### config.mk
export PLATFORM = sky130hd
export DESIGN_NAME = transceiver_config_registers
export DESIGN_NICKNAME = d
export VERILOG_FILES = /design/src/shared/xcvr_cfg_pkg.sv /design/src/verilog/transceiver_config_registers.sv
export SDC_FILE = /design/constraint.sdc
export NUM_CORES = 1
export LEC_CHECK = 0
export BUFFER_PORTS_ARGS = -buffer_cell sky130_fd_sc_hd__buf_2
export CORE_UTILIZATION = 30
export CTS_CLUSTER_SIZE = 14
export DETAILED_ROUTE_END_ITERATION = 10
export GPL_TIMING_DRIVEN = 0
export MAX_ROUTING_LAYER = met4
export SLEW_MARGIN = 20
export SYNTH_ARGS = -nofsm -noshare
export SYNTH_HDL_FRONTEND = slang
export SYNTH_SLANG_ARGS = --single-unit
### constraint.sdc
create_clock -name clk_in -period 3.7 [get_ports clk_in]
set_input_delay 0.74 -clock clk_in [delete_from_list [all_inputs] [get_ports clk_in]]
set_output_delay 0.74 -clock clk_in [all_outputs]
set_load 0.05 [all_outputs]
### src/shared/xcvr_cfg_pkg.sv
// constants for the transceiver configuration register block
package xcvr_cfg_pkg;
	// register indices (serial address field)
	localparam logic [4:0] ADDR_MODE_BAND = 5'h00;
	localparam logic [4:0] ADDR_TUNE_LOW  = 5'h01;
	localparam logic [4:0] ADDR_TUNE_HIGH = 5'h02;
	// reset values
	localparam logic [7:0] RST_MODE_BAND = 8'h80;
	localparam logic [7:0] RST_TUNE_LOW  = 8'hA8;
	localparam logic [7:0] RST_TUNE_HIGH = 8'h7B;
	// mode_band_control fields
	localparam int POS_RANGE = 5;
	localparam int POS_BAND  = 4;
	localparam int POS_OP_HI = 3;
	localparam int POS_OP_LO = 1;
	localparam int POS_TRANS = 0;
	// rf_tuning_high_clock_out fields
	localparam int POS_HI_MSB  = 7;
	localparam int POS_HI_LSB  = 2;
	localparam int POS_NR_MSB  = 4;
	localparam int POS_CLK_EN  = 1;
	localparam int POS_CLK_ON  = 0;
	// tuning arithmetic
	localparam logic [12:0] TUNE_NARROW_BASE = 13'h0C00;
	localparam logic [12:0] TUNE_NARROW_MAX  = 13'h0FFF;
	localparam int          TUNE_STEP_SHIFT  = 7;
	localparam int          RF_STEP_DIVISOR  = 16384;
	// serial frame: 8 command bits then 8 data bits; command bit 7 set means write
	localparam int          FRAME_BITS = 16;
	localparam int          CMD_WRITE  = 15;
	// mode codes
	typedef enum logic [2:0] {
		OP_IDLE    = 3'h0,
		OP_TX      = 3'h1,
		OP_RX_POLL = 3'h2,
		OP_RX      = 3'h3,
		OP_FD_MST  = 3'h5,
		OP_FD_SLV  = 3'h7
	} op_mode_e;
	// clock output prescale (a half period in system clocks)
	localparam int CLK_OUT_HALF = 2;
endpackage : xcvr_cfg_pkg

### src/verilog/transceiver_config_registers.sv
// configuration registers of the transceiver with a 4-wire serial write port
module transceiver_config_registers (
	// clock and reset
	input  wire logic        clk_in,
	input  wire logic        sys_rst_in,
	// 4-wire serial port from the host
	input  wire logic        spi_cs_in,
	input  wire logic        spi_sck_in,
	input  wire logic        serial_in_tx_mod_pin_in,
	output logic             serial_out_rx_mod_pin_out,
	// data path
	input  wire logic        rx_mod_data_in,
	output logic             tx_mod_data_out,
	output logic             transparent_out,
	// events
	input  wire logic        bit_check_ok_in,
	input  wire logic        power_button_n_in,
	input  wire logic        power_on_status_in,
	output logic             irq_bit_check_out,
	// configuration outputs
	output logic [2:0]       op_mode_out,
	output logic             op_valid_out,
	output logic             band_select_out,
	output logic             manchester_on_out,
	output logic [12:0]      rf_tuning_word_out,
	output logic             clk_pin_out
);
	logic [7:0]  mode_band_control;
	logic [7:0]  rf_tuning_low;
	logic [7:0]  rf_tuning_high_clock_out;
	logic [2:0]  cs_sync;
	logic [2:0]  sck_sync;
	logic [1:0]  sdi_sync;
	logic [2:0]  btn_sync;
	logic [15:0] shift;
	logic [4:0]  bit_count;
	logic [12:0] applied_word;
	logic [2:0]  applied_mode;
	logic [1:0]  clk_div;
	logic        clk_phase;

	wire cs_active  = cs_sync[2];
	wire sck_rise   = sck_sync[1] & ~sck_sync[2];
	wire frame_end  = ~cs_sync[1] & cs_sync[2];
	wire frame_full = bit_count == 5'(xcvr_cfg_pkg::FRAME_BITS);
	wire is_write   = shift[xcvr_cfg_pkg::CMD_WRITE];
	wire [4:0] addr = shift[12:8];
	wire commit     = frame_end & frame_full & is_write;
	wire wr_mode    = commit & (addr == xcvr_cfg_pkg::ADDR_MODE_BAND);
	wire wr_low     = commit & (addr == xcvr_cfg_pkg::ADDR_TUNE_LOW);
	wire wr_high    = commit & (addr == xcvr_cfg_pkg::ADDR_TUNE_HIGH);
	wire range_full = mode_band_control[xcvr_cfg_pkg::POS_RANGE];
	wire [2:0] op   = mode_band_control[xcvr_cfg_pkg::POS_OP_HI:xcvr_cfg_pkg::POS_OP_LO];
	wire ctrl_lsb   = rf_tuning_low[0];
	wire rx_like    = (op == xcvr_cfg_pkg::OP_RX) | (op == xcvr_cfg_pkg::OP_RX_POLL);
	wire btn_event  = ~btn_sync[1] & btn_sync[2];

	// high part from the top tuning register, low part from bits 7..1 of the low one
	function automatic logic [12:0] tune_word(input logic full, input logic [7:0] hi,
			input logic [7:0] lo);
		logic [12:0] high;
		high = 13'h0000;
		if (full) begin
			high = 13'(hi[xcvr_cfg_pkg::POS_HI_MSB:xcvr_cfg_pkg::POS_HI_LSB])
				<< xcvr_cfg_pkg::TUNE_STEP_SHIFT;
		end else begin
			high = xcvr_cfg_pkg::TUNE_NARROW_BASE
				+ (13'(hi[xcvr_cfg_pkg::POS_NR_MSB:xcvr_cfg_pkg::POS_HI_LSB])
				<< xcvr_cfg_pkg::TUNE_STEP_SHIFT);
		end
		return high + 13'(lo[7:1]);
	endfunction : tune_word

	wire [12:0] next_word = tune_word(range_full, rf_tuning_high_clock_out, rf_tuning_low);
	// bit-level view of the same word, so the adder is checked against field placement
	wire [12:0] word_check = {range_full
		? rf_tuning_high_clock_out[xcvr_cfg_pkg::POS_HI_MSB:xcvr_cfg_pkg::POS_HI_LSB]
		: {xcvr_cfg_pkg::TUNE_NARROW_BASE[12:10],
			rf_tuning_high_clock_out[xcvr_cfg_pkg::POS_NR_MSB:xcvr_cfg_pkg::POS_HI_LSB]},
		rf_tuning_low[7:1]};
	// reset word follows the reset contents of both tuning registers in narrow range
	localparam logic [12:0] RST_WORD = xcvr_cfg_pkg::TUNE_NARROW_BASE
		+ (13'(xcvr_cfg_pkg::RST_TUNE_HIGH[xcvr_cfg_pkg::POS_NR_MSB:xcvr_cfg_pkg::POS_HI_LSB])
		<< xcvr_cfg_pkg::TUNE_STEP_SHIFT)
		+ 13'(xcvr_cfg_pkg::RST_TUNE_LOW[7:1]);

	// serial port and button synchronisers; stage 0 feeds stage 1 only
	always_ff @(posedge clk_in or posedge sys_rst_in) begin
		if (sys_rst_in) begin
			cs_sync  <= 3'h0;
			sck_sync <= 3'h0;
			sdi_sync <= 2'h0;
			btn_sync <= 3'h7;
		end else begin
			cs_sync  <= {cs_sync[1:0], spi_cs_in};
			sck_sync <= {sck_sync[1:0], spi_sck_in};
			sdi_sync <= {sdi_sync[0], serial_in_tx_mod_pin_in};
			btn_sync <= {btn_sync[1:0], power_button_n_in};
		end
	end

	always_ff @(posedge clk_in or posedge sys_rst_in) begin
		if (sys_rst_in) begin
			shift     <= 16'h0000;
			bit_count <= 5'h00;
		end else if (!cs_active) begin
			bit_count <= 5'h00;
		end else if (sck_rise && !frame_full) begin
			shift     <= {shift[14:0], sdi_sync[1]};
			bit_count <= bit_count + 5'h01;
		end
	end

	always_ff @(posedge clk_in or posedge sys_rst_in) begin
		if (sys_rst_in) begin
			mode_band_control <= xcvr_cfg_pkg::RST_MODE_BAND;
			rf_tuning_low     <= xcvr_cfg_pkg::RST_TUNE_LOW;
		end else begin
			if (wr_mode)
				mode_band_control <= shift[7:0];
			if (wr_low)
				rf_tuning_low <= shift[7:0];
		end
	end

	// event sets active bit, winning over a write
	always_ff @(posedge clk_in or posedge sys_rst_in) begin
		if (sys_rst_in) begin
			rf_tuning_high_clock_out <= xcvr_cfg_pkg::RST_TUNE_HIGH;
		end else begin
			if (wr_high)
				rf_tuning_high_clock_out <= shift[7:0];
			if ((bit_check_ok_in && rx_like) || btn_event || power_on_status_in)
				rf_tuning_high_clock_out[xcvr_cfg_pkg::POS_CLK_ON] <= 1'b1;
		end
	end

	// apply word and mode after commit
	always_ff @(posedge clk_in or posedge sys_rst_in) begin
		if (sys_rst_in) begin
			applied_word <= RST_WORD;
			applied_mode <= xcvr_cfg_pkg::OP_IDLE;
		end else begin
			applied_word <= next_word;
			applied_mode <= op;
		end
	end

	// clock divider gated by allow and active
	wire clk_run = rf_tuning_high_clock_out[xcvr_cfg_pkg::POS_CLK_EN]
		& rf_tuning_high_clock_out[xcvr_cfg_pkg::POS_CLK_ON];
	always_ff @(posedge clk_in or posedge sys_rst_in) begin
		if (sys_rst_in) begin
			clk_div   <= 2'h0;
			clk_phase <= 1'b0;
		end else if (!clk_run) begin
			clk_div   <= 2'h0;
			clk_phase <= 1'b0;
		end else if (clk_div == 2'(xcvr_cfg_pkg::CLK_OUT_HALF - 1)) begin
			clk_div   <= 2'h0;
			clk_phase <= ~clk_phase;
		end else begin
			clk_div <= clk_div + 2'h1;
		end
	end
	assign clk_pin_out = clk_phase;

	assign op_mode_out = applied_mode;
	assign op_valid_out = (applied_mode != 3'h4) & (applied_mode != 3'h6);
	assign band_select_out = mode_band_control[xcvr_cfg_pkg::POS_BAND];
	assign rf_tuning_word_out = applied_word;
	assign manchester_on_out = (applied_mode == xcvr_cfg_pkg::OP_TX) & ~ctrl_lsb;
	assign irq_bit_check_out = bit_check_ok_in & rx_like & ~ctrl_lsb;
	// transparent routing; while chip select is active the pins carry the port
	assign transparent_out = mode_band_control[xcvr_cfg_pkg::POS_TRANS];
	assign tx_mod_data_out = transparent_out & ~cs_active & sdi_sync[1];
	assign serial_out_rx_mod_pin_out = transparent_out & ~cs_active & rx_mod_data_in;

	a_narrow_range: assert property (@(posedge clk_in) disable iff (sys_rst_in)
		!$past(range_full) |-> (rf_tuning_word_out >= xcvr_cfg_pkg::TUNE_NARROW_BASE
		&& rf_tuning_word_out <= xcvr_cfg_pkg::TUNE_NARROW_MAX))
		else $error("tuning word outside narrow range");
	a_clk_gate: assert property (@(posedge clk_in) disable iff (sys_rst_in)
		!clk_run |=> !clk_pin_out) else $error("clock pin ran while gated");
	a_event_sets: assert property (@(posedge clk_in) disable iff (sys_rst_in)
		power_on_status_in |=> rf_tuning_high_clock_out[xcvr_cfg_pkg::POS_CLK_ON])
		else $error("active bit not set by event");
	a_irq_block: assert property (@(posedge clk_in) disable iff (sys_rst_in)
		ctrl_lsb |-> !irq_bit_check_out) else $error("interrupt despite block bit");
	a_manch_mode: assert property (@(posedge clk_in) disable iff (sys_rst_in)
		manchester_on_out |-> applied_mode == xcvr_cfg_pkg::OP_TX)
		else $error("manchester outside transmit");
	a_mode_apply: assert property (@(posedge clk_in) disable iff (sys_rst_in)
		wr_mode |-> ##2 op_mode_out == $past(shift[3:1], 2)) else $error("mode not applied");
	a_trans_gate: assert property (@(posedge clk_in) disable iff (sys_rst_in)
		!transparent_out |-> !tx_mod_data_out && !serial_out_rx_mod_pin_out)
		else $error("transparent path leaked");
	a_sum_word: assert property (@(posedge clk_in) disable iff (sys_rst_in)
		##1 rf_tuning_word_out == $past(word_check)) else $error("tuning word mismatch");
	c_write_mode: cover property (@(posedge clk_in) wr_mode);
	c_write_high: cover property (@(posedge clk_in) wr_high);
	c_clock_wake: cover property (@(posedge clk_in) !clk_run ##1 clk_run);
	c_full_range: cover property (@(posedge clk_in) range_full && rf_tuning_word_out > 13'h1000);
endmodule : transceiver_config_registers
Word level (Yosys, flattened, before mapping)
Cells that the tools add are included.
{"block": "word_totals", "reg_bits": 73, "in_bits": 9, "output_inout_bits": 24}
{"block": "op_classes", "add_sub_neg": 4, "eq_ne": 11, "mux": 9, "bitwise_logic": 23, "n_reduce_logical": 8}
{"operator": "1-bit AND", "count": 16}
{"operator": "12-bit by 10-bit adder with 13-bit output, first input constant", "count": 1}
{"operator": "13-bit by 7-bit adder with 13-bit output", "count": 1}
{"operator": "13-bit 2-to-1 mux", "count": 1}
{"operator": "5-bit 2-to-1 mux", "count": 2}
{"operator": "3-bit by 2-bit equality test with 1-bit output, second input constant", "count": 2}
{"operator": "3-bit inequality test, second input constant", "count": 2}
{"operator": "1-bit inverter", "count": 6}
{"operator": "5-bit by 1-bit adder with 5-bit output, second input constant", "count": 1}
{"operator": "5-bit by 1-bit equality test with 1-bit output, second input constant", "count": 1}
{"operator": "5-bit by 2-bit equality test with 1-bit output, second input constant", "count": 1}
{"operator": "5-bit equality test, second input constant", "count": 1}
{"operator": "5-bit zero test", "count": 1}
{"operator": "1-bit 2-to-1 mux", "count": 4}
{"operator": "2-bit 2-to-1 mux", "count": 2}
{"operator": "2-bit by 1-bit inequality test with 1-bit output, second input constant", "count": 2}
{"operator": "3-bit by 1-bit equality test with 1-bit output, second input constant", "count": 1}
{"operator": "2-bit by 1-bit adder with 2-bit output, second input constant", "count": 1}
{"operator": "2-bit by 1-bit equality test with 1-bit output, second input constant", "count": 1}
{"operator": "1-bit logical AND", "count": 2}
{"operator": "1-bit logical OR", "count": 2}
{"operator": "2-bit AND reduction", "count": 1}
{"operator": "2-bit nonzero test", "count": 1}
{"operator": "1-bit zero test", "count": 1}
{"operator": "1-bit OR", "count": 1}

Longest topological paths before layout
Gate-level depths: netlist (run 1).
{"block": "logic_depth", "word_depth": 7, "mapped_depth": 6, "mapped_depth_nobuf": 5}

Worst setup path after synthesis (run 1)
OpenSTA, ideal clock, no wires.
{"block": "synth_timing", "path_kind": "flip-flop to output port", "startpoint": "register applied_mode[0], in the netlist op_mode_out[0]", "endpoint": "output port manchester_on_out", "arrival_time_ns": 2.288, "t_required_ns": 2.960, "path_slack_ns": 0.672, "stages_incl_launch_ff": 2, "cell_sequence": "dfrtp_1 -> nor4b_1"}
{"block": "synth_between", "elab_chain_cells": 2}
{"element": "start: declaration", "line": "transceiver_config_registers.sv:38", "source": "logic [2:0] applied_mode;"}
{"element": "start signal: assignment", "line": "transceiver_config_registers.sv:142", "source": "applied_mode <= xcvr_cfg_pkg::OP_IDLE;"}
{"element": "start signal: assignment", "line": "transceiver_config_registers.sv:145", "source": "applied_mode <= op;"}
{"element": "3-bit by 1-bit equality test with 1-bit output", "line": "transceiver_config_registers.sv:172", "source": "assign manchester_on_out = (applied_mode == xcvr_cfg_pkg::OP_TX) & ~ctrl_lsb;"}
{"element": "1-bit AND", "line": "transceiver_config_registers.sv:172"}
{"element": "end: declaration", "line": "transceiver_config_registers.sv:24", "source": "output logic manchester_on_out,"}
Every way passes these cells.

Final worst setup path (run 1)
{"block": "layout_timing", "startpoint": "register mode_band_control[3]", "endpoint": "output port irq_bit_check_out"}
{"block": "layout_between", "elab_chain_cells": 4, "elab_cells_between_ends": 5, "classes_between": "eq/ne (2); bitwise (3)"}
{"element": "start: declaration", "line": "transceiver_config_registers.sv:28", "source": "logic [7:0] mode_band_control;"}
{"element": "start signal: assignment", "line": "transceiver_config_registers.sv:116", "source": "mode_band_control <= xcvr_cfg_pkg::RST_MODE_BAND;"}
{"element": "start signal: assignment", "line": "transceiver_config_registers.sv:120", "source": "mode_band_control <= shift[7:0];"}
{"element": "3-bit by 2-bit equality test with 1-bit output", "line": "transceiver_config_registers.sv:55", "source": "wire rx_like = (op == xcvr_cfg_pkg::OP_RX) | (op == xcvr_cfg_pkg::OP_RX_POLL);"}
{"element": "1-bit OR *", "line": "transceiver_config_registers.sv:55"}
{"element": "1-bit AND * (2 in a row)", "line": "transceiver_config_registers.sv:173", "source": "assign irq_bit_check_out = bit_check_ok_in & rx_like & ~ctrl_lsb;"}
{"element": "end: declaration", "line": "transceiver_config_registers.sv:19", "source": "output logic irq_bit_check_out,"}
Mark *: on every way between the ends. The rest lies on a longest branch, timed or not.

==> out/summary.txt, run 1 <==
Max VDD drop = 0.258 mV
Initial Utilization = 31.0%
I/O pins = 33
Mean Syn Cell Area = 16.2 um^2
Syn-to-layout area delta = 20.4%
diode count = 0
Crit-path slowest cell = dfrtp_1
Leakage = 1.59 nW
number of synthesized register bits = 73
post-route cell area = 3270 um^2
largest net degree at the start of global routing = 53
drt pass-1 iters = 3
Layout Skew = 5.94 ps
Initial DRC Count = 59
vias in the first global route = 1477
YS warnings = 0
Final Cycle Share = 58.8%
family with the most delay on the worst path = simple AND/OR/NAND/NOR gates
library cells used by synthesis = 32
share of layout cells above drive strength 1 = 47.5%
vias per cell = 4.42
setup bufs post-CTS = 0
RSZ-0062 raised after global routing = false
DP HPWL = 2890 um
Mapped Cells = 168
CTS tree = built
die area = 9450 um^2
sw frac = 22.0%
first-pass GRT wire length = 7430 um
Clock power frac = 41.3%
max cap viols = 0
hold buffers post-CTS = 0
Routed WL per cell = 13.2 um
Syn Std Cell Area = 2720 um^2
crit path max fanout = 3
Vias = 1435
Fillers = 848
# setup viols final = 0
top cells by area, synth = dfrtp_1 50%, dfstp_2 18%, mux2_2 7.0%
GPL Wtd Cong = 0.712
DRC Markers = 0
Longest Clk Path Bufs = 2
hold slack final = 350 ps
# resized after CTS = 0
final slew viol count = 0
switching pwr = 0.000369 W
WP data arrival = 1440 ps
clock latency at the later pin of the worst-skew pair = 340 ps
Final nets = 223
critical path, cell by cell = and3b_1 -> nor2b_1 -> buf_2
Fin Setup TNS = 0 ps
Yosys top cell area share = 49.7%
Fin. Hold Viols = 0
max incr delay on CP = 410 ps
overall routing resource usage = 10.6%
DRT Wirelength = 4280 um
antenna violations before repair = 0
worst path bufs/invs = 1
Hold Path Class = input port to async pin
Post-DRT Antenna Nets = 0
row cnt = 34
Slew Limit Headroom = 76.3%
Port-buffer cells = 32
CTS sink count = 73
outcome = completed
ys flop type = dfrtp_1
core area = 8760 um^2
Max Fclk = 0.459 GHz
Worst-path clk slew = 70 ps
final non-filler cell total = 325
Flop pwr share = 53.5%
Placed Area = 3050 um^2
Synth area leader = dfrtp_1
cts bufs inserted = 9
P_int = 0.00131 W
H-tree Lvls = 3
Syn Nets = 179
asr flop ratio synth = 100%
number of flops mapped to enable cells by yosys = 0
WP data required = 2960 ps
CP Launch Type = flip-flop
Worst Setup End Kind = primary output
Placed Instances = 309
sequential share of the synthesized area = 68.0%
total congestion overflow = 0
pwr dens = 512 nW/um^2
Worst-Margin Slew = 353 ps
Root Driver = clkbuf_8
Tmin final = 2180 ps
Die Width = 97.2 um
CP Class = flip-flop to primary output
Comb power frac = 5.2%
Die Y = 97.2 um
==> worst reg2reg max path: cells and delay by family, from the launching register on <==
| kind | cells | cell delay (ps) |
|---|---|---|
| AND/OR/NAND/NOR | 2 | 590 |
| adder cells (fa/ha/maj) | 1 | 190 |
| flip-flops | 1 | 410 |
| multiplexers | 1 | 380 |
| buffers and inverters | 1 | 90 |
==> cell usage after synthesis (2+ instances only) <==
master / instances
a21oi_1: 5
and2_1: 2
and3_1: 2
dfrtp_1: 54
dfstp_2: 19
ha_1: 2
inv_1: 5
mux2_1: 12
mux2_2: 17
mux2_4: 8
nand2_1: 3
nand2b_1: 4
nand3_1: 2
nand4_4: 3
nor2_1: 4
nor2b_1: 5
nor4_1: 2
o21ai_0: 5
==> sequential cells by signal, indices dropped and copies added, names as in the netlist, 5 cells and up <==
signal	cells
rf_tuning_word_out	13
shift	16
rf_tuning_low	8
mode_band_control	6
bit_count	5
rf_tuning_high_clock_out	8
==> metal layers <==
layer  up-vias  routed length [um]  global-route usage (%)
li1        676                   -                       -
met1       719                2110                    13.7
met2        32                1910                    14.6
met3         8                 205                    5.18
met4         0                  55                    3.39
met5         -                   0                       -
==> area by class of cell <==
| cell class | instances | area, um^2 | area share (%) |
|---|---|---|---|
| buffer | 1 | 7.51 | 0.229 |
| multi-input combinational | 89 | 843 | 25.8 |
| timing repair buffer | 33 | 188 | 5.73 |
| sequential | 73 | 1850 | 56.5 |
| tap | 108 | 135 | 4.13 |
| clock inverter | 5 | 77.6 | 2.37 |
| clock buffer | 11 | 151 | 4.62 |
| inverter | 5 | 21.3 | 0.650 |
==> final timing paths <==
kind                                                  start                           end  slack (ps)  cells after the start
max reg2reg                        bit_count[0]$_DFFE_PP0P_  rf_tuning_low[6]$_DFFE_PP0P_        1920                      5
max in group asynchronous                        sys_rst_in  rf_tuning_low[7]$_DFFE_PP1P_        2750                      3
min in group clk_in                    cs_sync[0]$_DFF_PP0_          cs_sync[1]$_DFF_PP0_         350                      0
min reg2reg                            cs_sync[0]$_DFF_PP0_          cs_sync[1]$_DFF_PP0_         350                      0
min                                              sys_rst_in      op_mode_out[1]$_DFF_PP0_         350                      2
max                        mode_band_control[3]$_DFFE_PP0P_             irq_bit_check_out        1520                      3
==> cells in the final DEF, fill, tap and decap left out, types with 3 or more instances in the layout <==
cell type  count
nand2_1        3
dfrtp_1       54
mux2_1        12
o21ai_0        5
nand4_4        3
inv_1          4
mux2_4         8
mux2_2        17
dfstp_2       19
nor2_1         4
nor2b_1        5
a21oi_1        5
clkbuf_8      11
buf_2         32
nand2b_1       4
==> kinds of logic after synthesis <==
family,count (synthesis),share of synthesized area (%)
flip-flops,73,68.0
multiplexers,38,16.8
AND/OR/NAND/NOR,38,11.1
AO/OA/AOI/OAI,10,1.84
buffers and inverters,6,0.966
adder cells (fa/ha/maj),2,0.920
XOR/XNOR,1,0.322
==> power by group through the flow <==
stage	combinational, W	sequential (W)	clock [W]
after CTS	0.0000901	0.000897	0.000716
after global placement	0.0000831	0.000911	0
after floorplan	0.0000710	0.000892	0
after global routing	0.000100	0.000907	0.000754
final	0.0000876	0.000896	0.000691
after detailed placement	0.0000903	0.000912	0
==> through the flow <==
step | util, % | total power, W | worst slack, ps
final | 37.4 | 0.00167 | 1520
after global routing | 37.4 | 0.00176 | 1410
after CTS | 37.4 | 0.00170 | 1490
after detailed placement | 34.8 | 0.00100 | 1520
after global placement | 34.4 | 0.000994 | 269
after floorplan | - | 0.000963 | 672
Power figures use the tool's default switching activity.
==> run 2, diff against run 1 <==
==> constraint.sdc (replaced) <==
create_clock -name clk_in -period 1.9 [get_ports clk_in]
set_input_delay 0.38 -clock clk_in [delete_from_list [all_inputs] [get_ports clk_in]]
set_output_delay 0.38 -clock clk_in [all_outputs]
set_load 0.05 [all_outputs]
==> out/summary.txt, run 2 (synthesis results as in run 1) <==
row cnt = 34
DRT Wirelength = 4320 um
largest net degree at the start of global routing = 29
drt pass-1 iters = 4
Final Cycle Share = 94.7%
Worst-Margin Slew = 591 ps
antenna violations before repair = 0
Syn-to-layout area delta = 23.1%
Leakage = 1.61 nW
diode count = 0
Die Width = 97.2 um
final non-filler cell total = 326
commonest cells after routing, fill and taps aside = 54 x dfrtp_1, 31 x buf_2, 19 x dfstp_2
Root Driver = clkbuf_8
final core occ = 38.2%
vias in the first global route = 1478
Max Fclk = 0.556 GHz
RSZ-0062 raised after global routing = false
die area = 9450 um^2
Max VDD drop = 0.604 mV
Worst Setup End Kind = flip-flop
Largest regs = shift: 16 flops, rf_tuning_word_out: 13 flops
Routed WL per cell = 13.2 um
overall routing resource usage = 10.3%
final slew viol count = 0
Die Y = 97.2 um
Final nets = 224
vias per cell = 4.45
I/O pins = 33
GPL Wtd Cong = 0.710
Worst-path clk slew = 80 ps
crit path max fanout = 8
WP data required = 2120 ps
Post-DRT Antenna Nets = 0
H-tree Lvls = 3
total congestion overflow = 0
outcome = completed
# setup viols final = 0
Hold Path Class = input port to async pin
Initial Utilization = 31.0%
CP Class = flip-flop to flip-flop
share of layout cells above drive strength 1 = 48.2%
cts bufs inserted = 9
Tmin final = 1800 ps
max cap viols = 0
DP HPWL = 2980 um
Fin. Hold Viols = 0
CP Launch Type = flip-flop
pwr dens = 1040 nW/um^2
Initial DRC Count = 51
Port-buffer cells = 32
Layout Skew = 9.87 ps
clock latency at the later pin of the worst-skew pair = 340 ps
core area = 8760 um^2
Slew Limit Headroom = 60.5%
CTS sink count = 73
largest register by flop count = shift
Vias = 1452
setup bufs post-CTS = 0
WP data arrival = 2020 ps
max reg flops = 16
first-pass GRT wire length = 7320 um
DRC Markers = 0
Longest Clk Path Bufs = 2
CTS tree = built
commonest non-fill, non-tap cell in the layout = dfrtp_1
Placed Instances = 310
[run 2: what timing repair did]
item                       in CTS  in global routing
gates resized for setup         0                  3
setup endpoints to repair       0                  2
hold buffers                    0                  0
[run 2: stage by stage]
stage	hold slack, ps	setup WS, ps	cell area [um^2]	setup TNS [ps]	total power, W
2_1_floorplan	331	-86.7	2730	-86.7	0.00188
3_3_place_gp	336	155	3030	0	0.00194
3_5_place_dp	337	121	3070	0	0.00196
4_1_cts	103	48.2	3340	0	0.00355
5_1_grt	111	3.89	3350	0	0.00364
6_report	98.2	100	3350	0	0.00348
[run 2: layout make-up]
| cell class | instances | area (um^2) |
|---|---|---|
| Fill cell | 840 | 5410 |
| Sequential cell | 73 | 1850 |
| Multi-Input combinational cell | 89 | 857 |
| Timing Repair Buffer | 34 | 210 |
| Clock inverter | 7 | 143 |
| Tap cell | 108 | 135 |
| Clock buffer | 9 | 124 |
| Inverter | 5 | 22.5 |
| Buffer | 1 | 7.51 |
[run 2: worst paths after layout]
check	startpoint	end	slack (ps)	cells past startpoint
min	sys_rst_in	rf_tuning_word_out[12]$_DFF_PP0_	100	2
max reg2reg	bit_count[0]$_DFFE_PP0P_	rf_tuning_low[4]$_DFFE_PP0P_	100	5
max in group asynchronous	sys_rst_in	rf_tuning_high_clock_out[1]$_DFFE_PP1P_	1020	4
max	bit_count[0]$_DFFE_PP0P_	rf_tuning_low[4]$_DFFE_PP0P_	100	5
min in group clk_in	power_button_n_in	btn_sync[0]$_DFF_PP1_	140	1
min reg2reg	sck_sync[0]$_DFF_PP0_	sck_sync[1]$_DFF_PP0_	360	0
[run 2: routing by layer]
layer,GRT usage (%),share of wire (%),routed length (um)
met3,4.39,5.5,238
met4,3.05,0.093,4
met2,15.1,48,2070
met5,-,0,0
met1,13.0,47,2010
[run 2: critical path, cell delays in order, from the launching register on]
cell and delay [ps]:
dfrtp_1 410, inv_1 90, ha_1 200, and4bb_4 330
nand4_4 260, mux2_4 380
[run 2: report_power, final]
| group | internal [W] | switching (W) | total [W] |
|---|---|---|---|
| Sequential | 0.00165 | 0.0000967 | 0.00175 |
| Clock | 0.00101 | 0.000553 | 0.00156 |
| Combinational | 0.0000923 | 0.0000850 | 0.000177 |
| Total | 0.00275 | 0.000735 | 0.00348 |
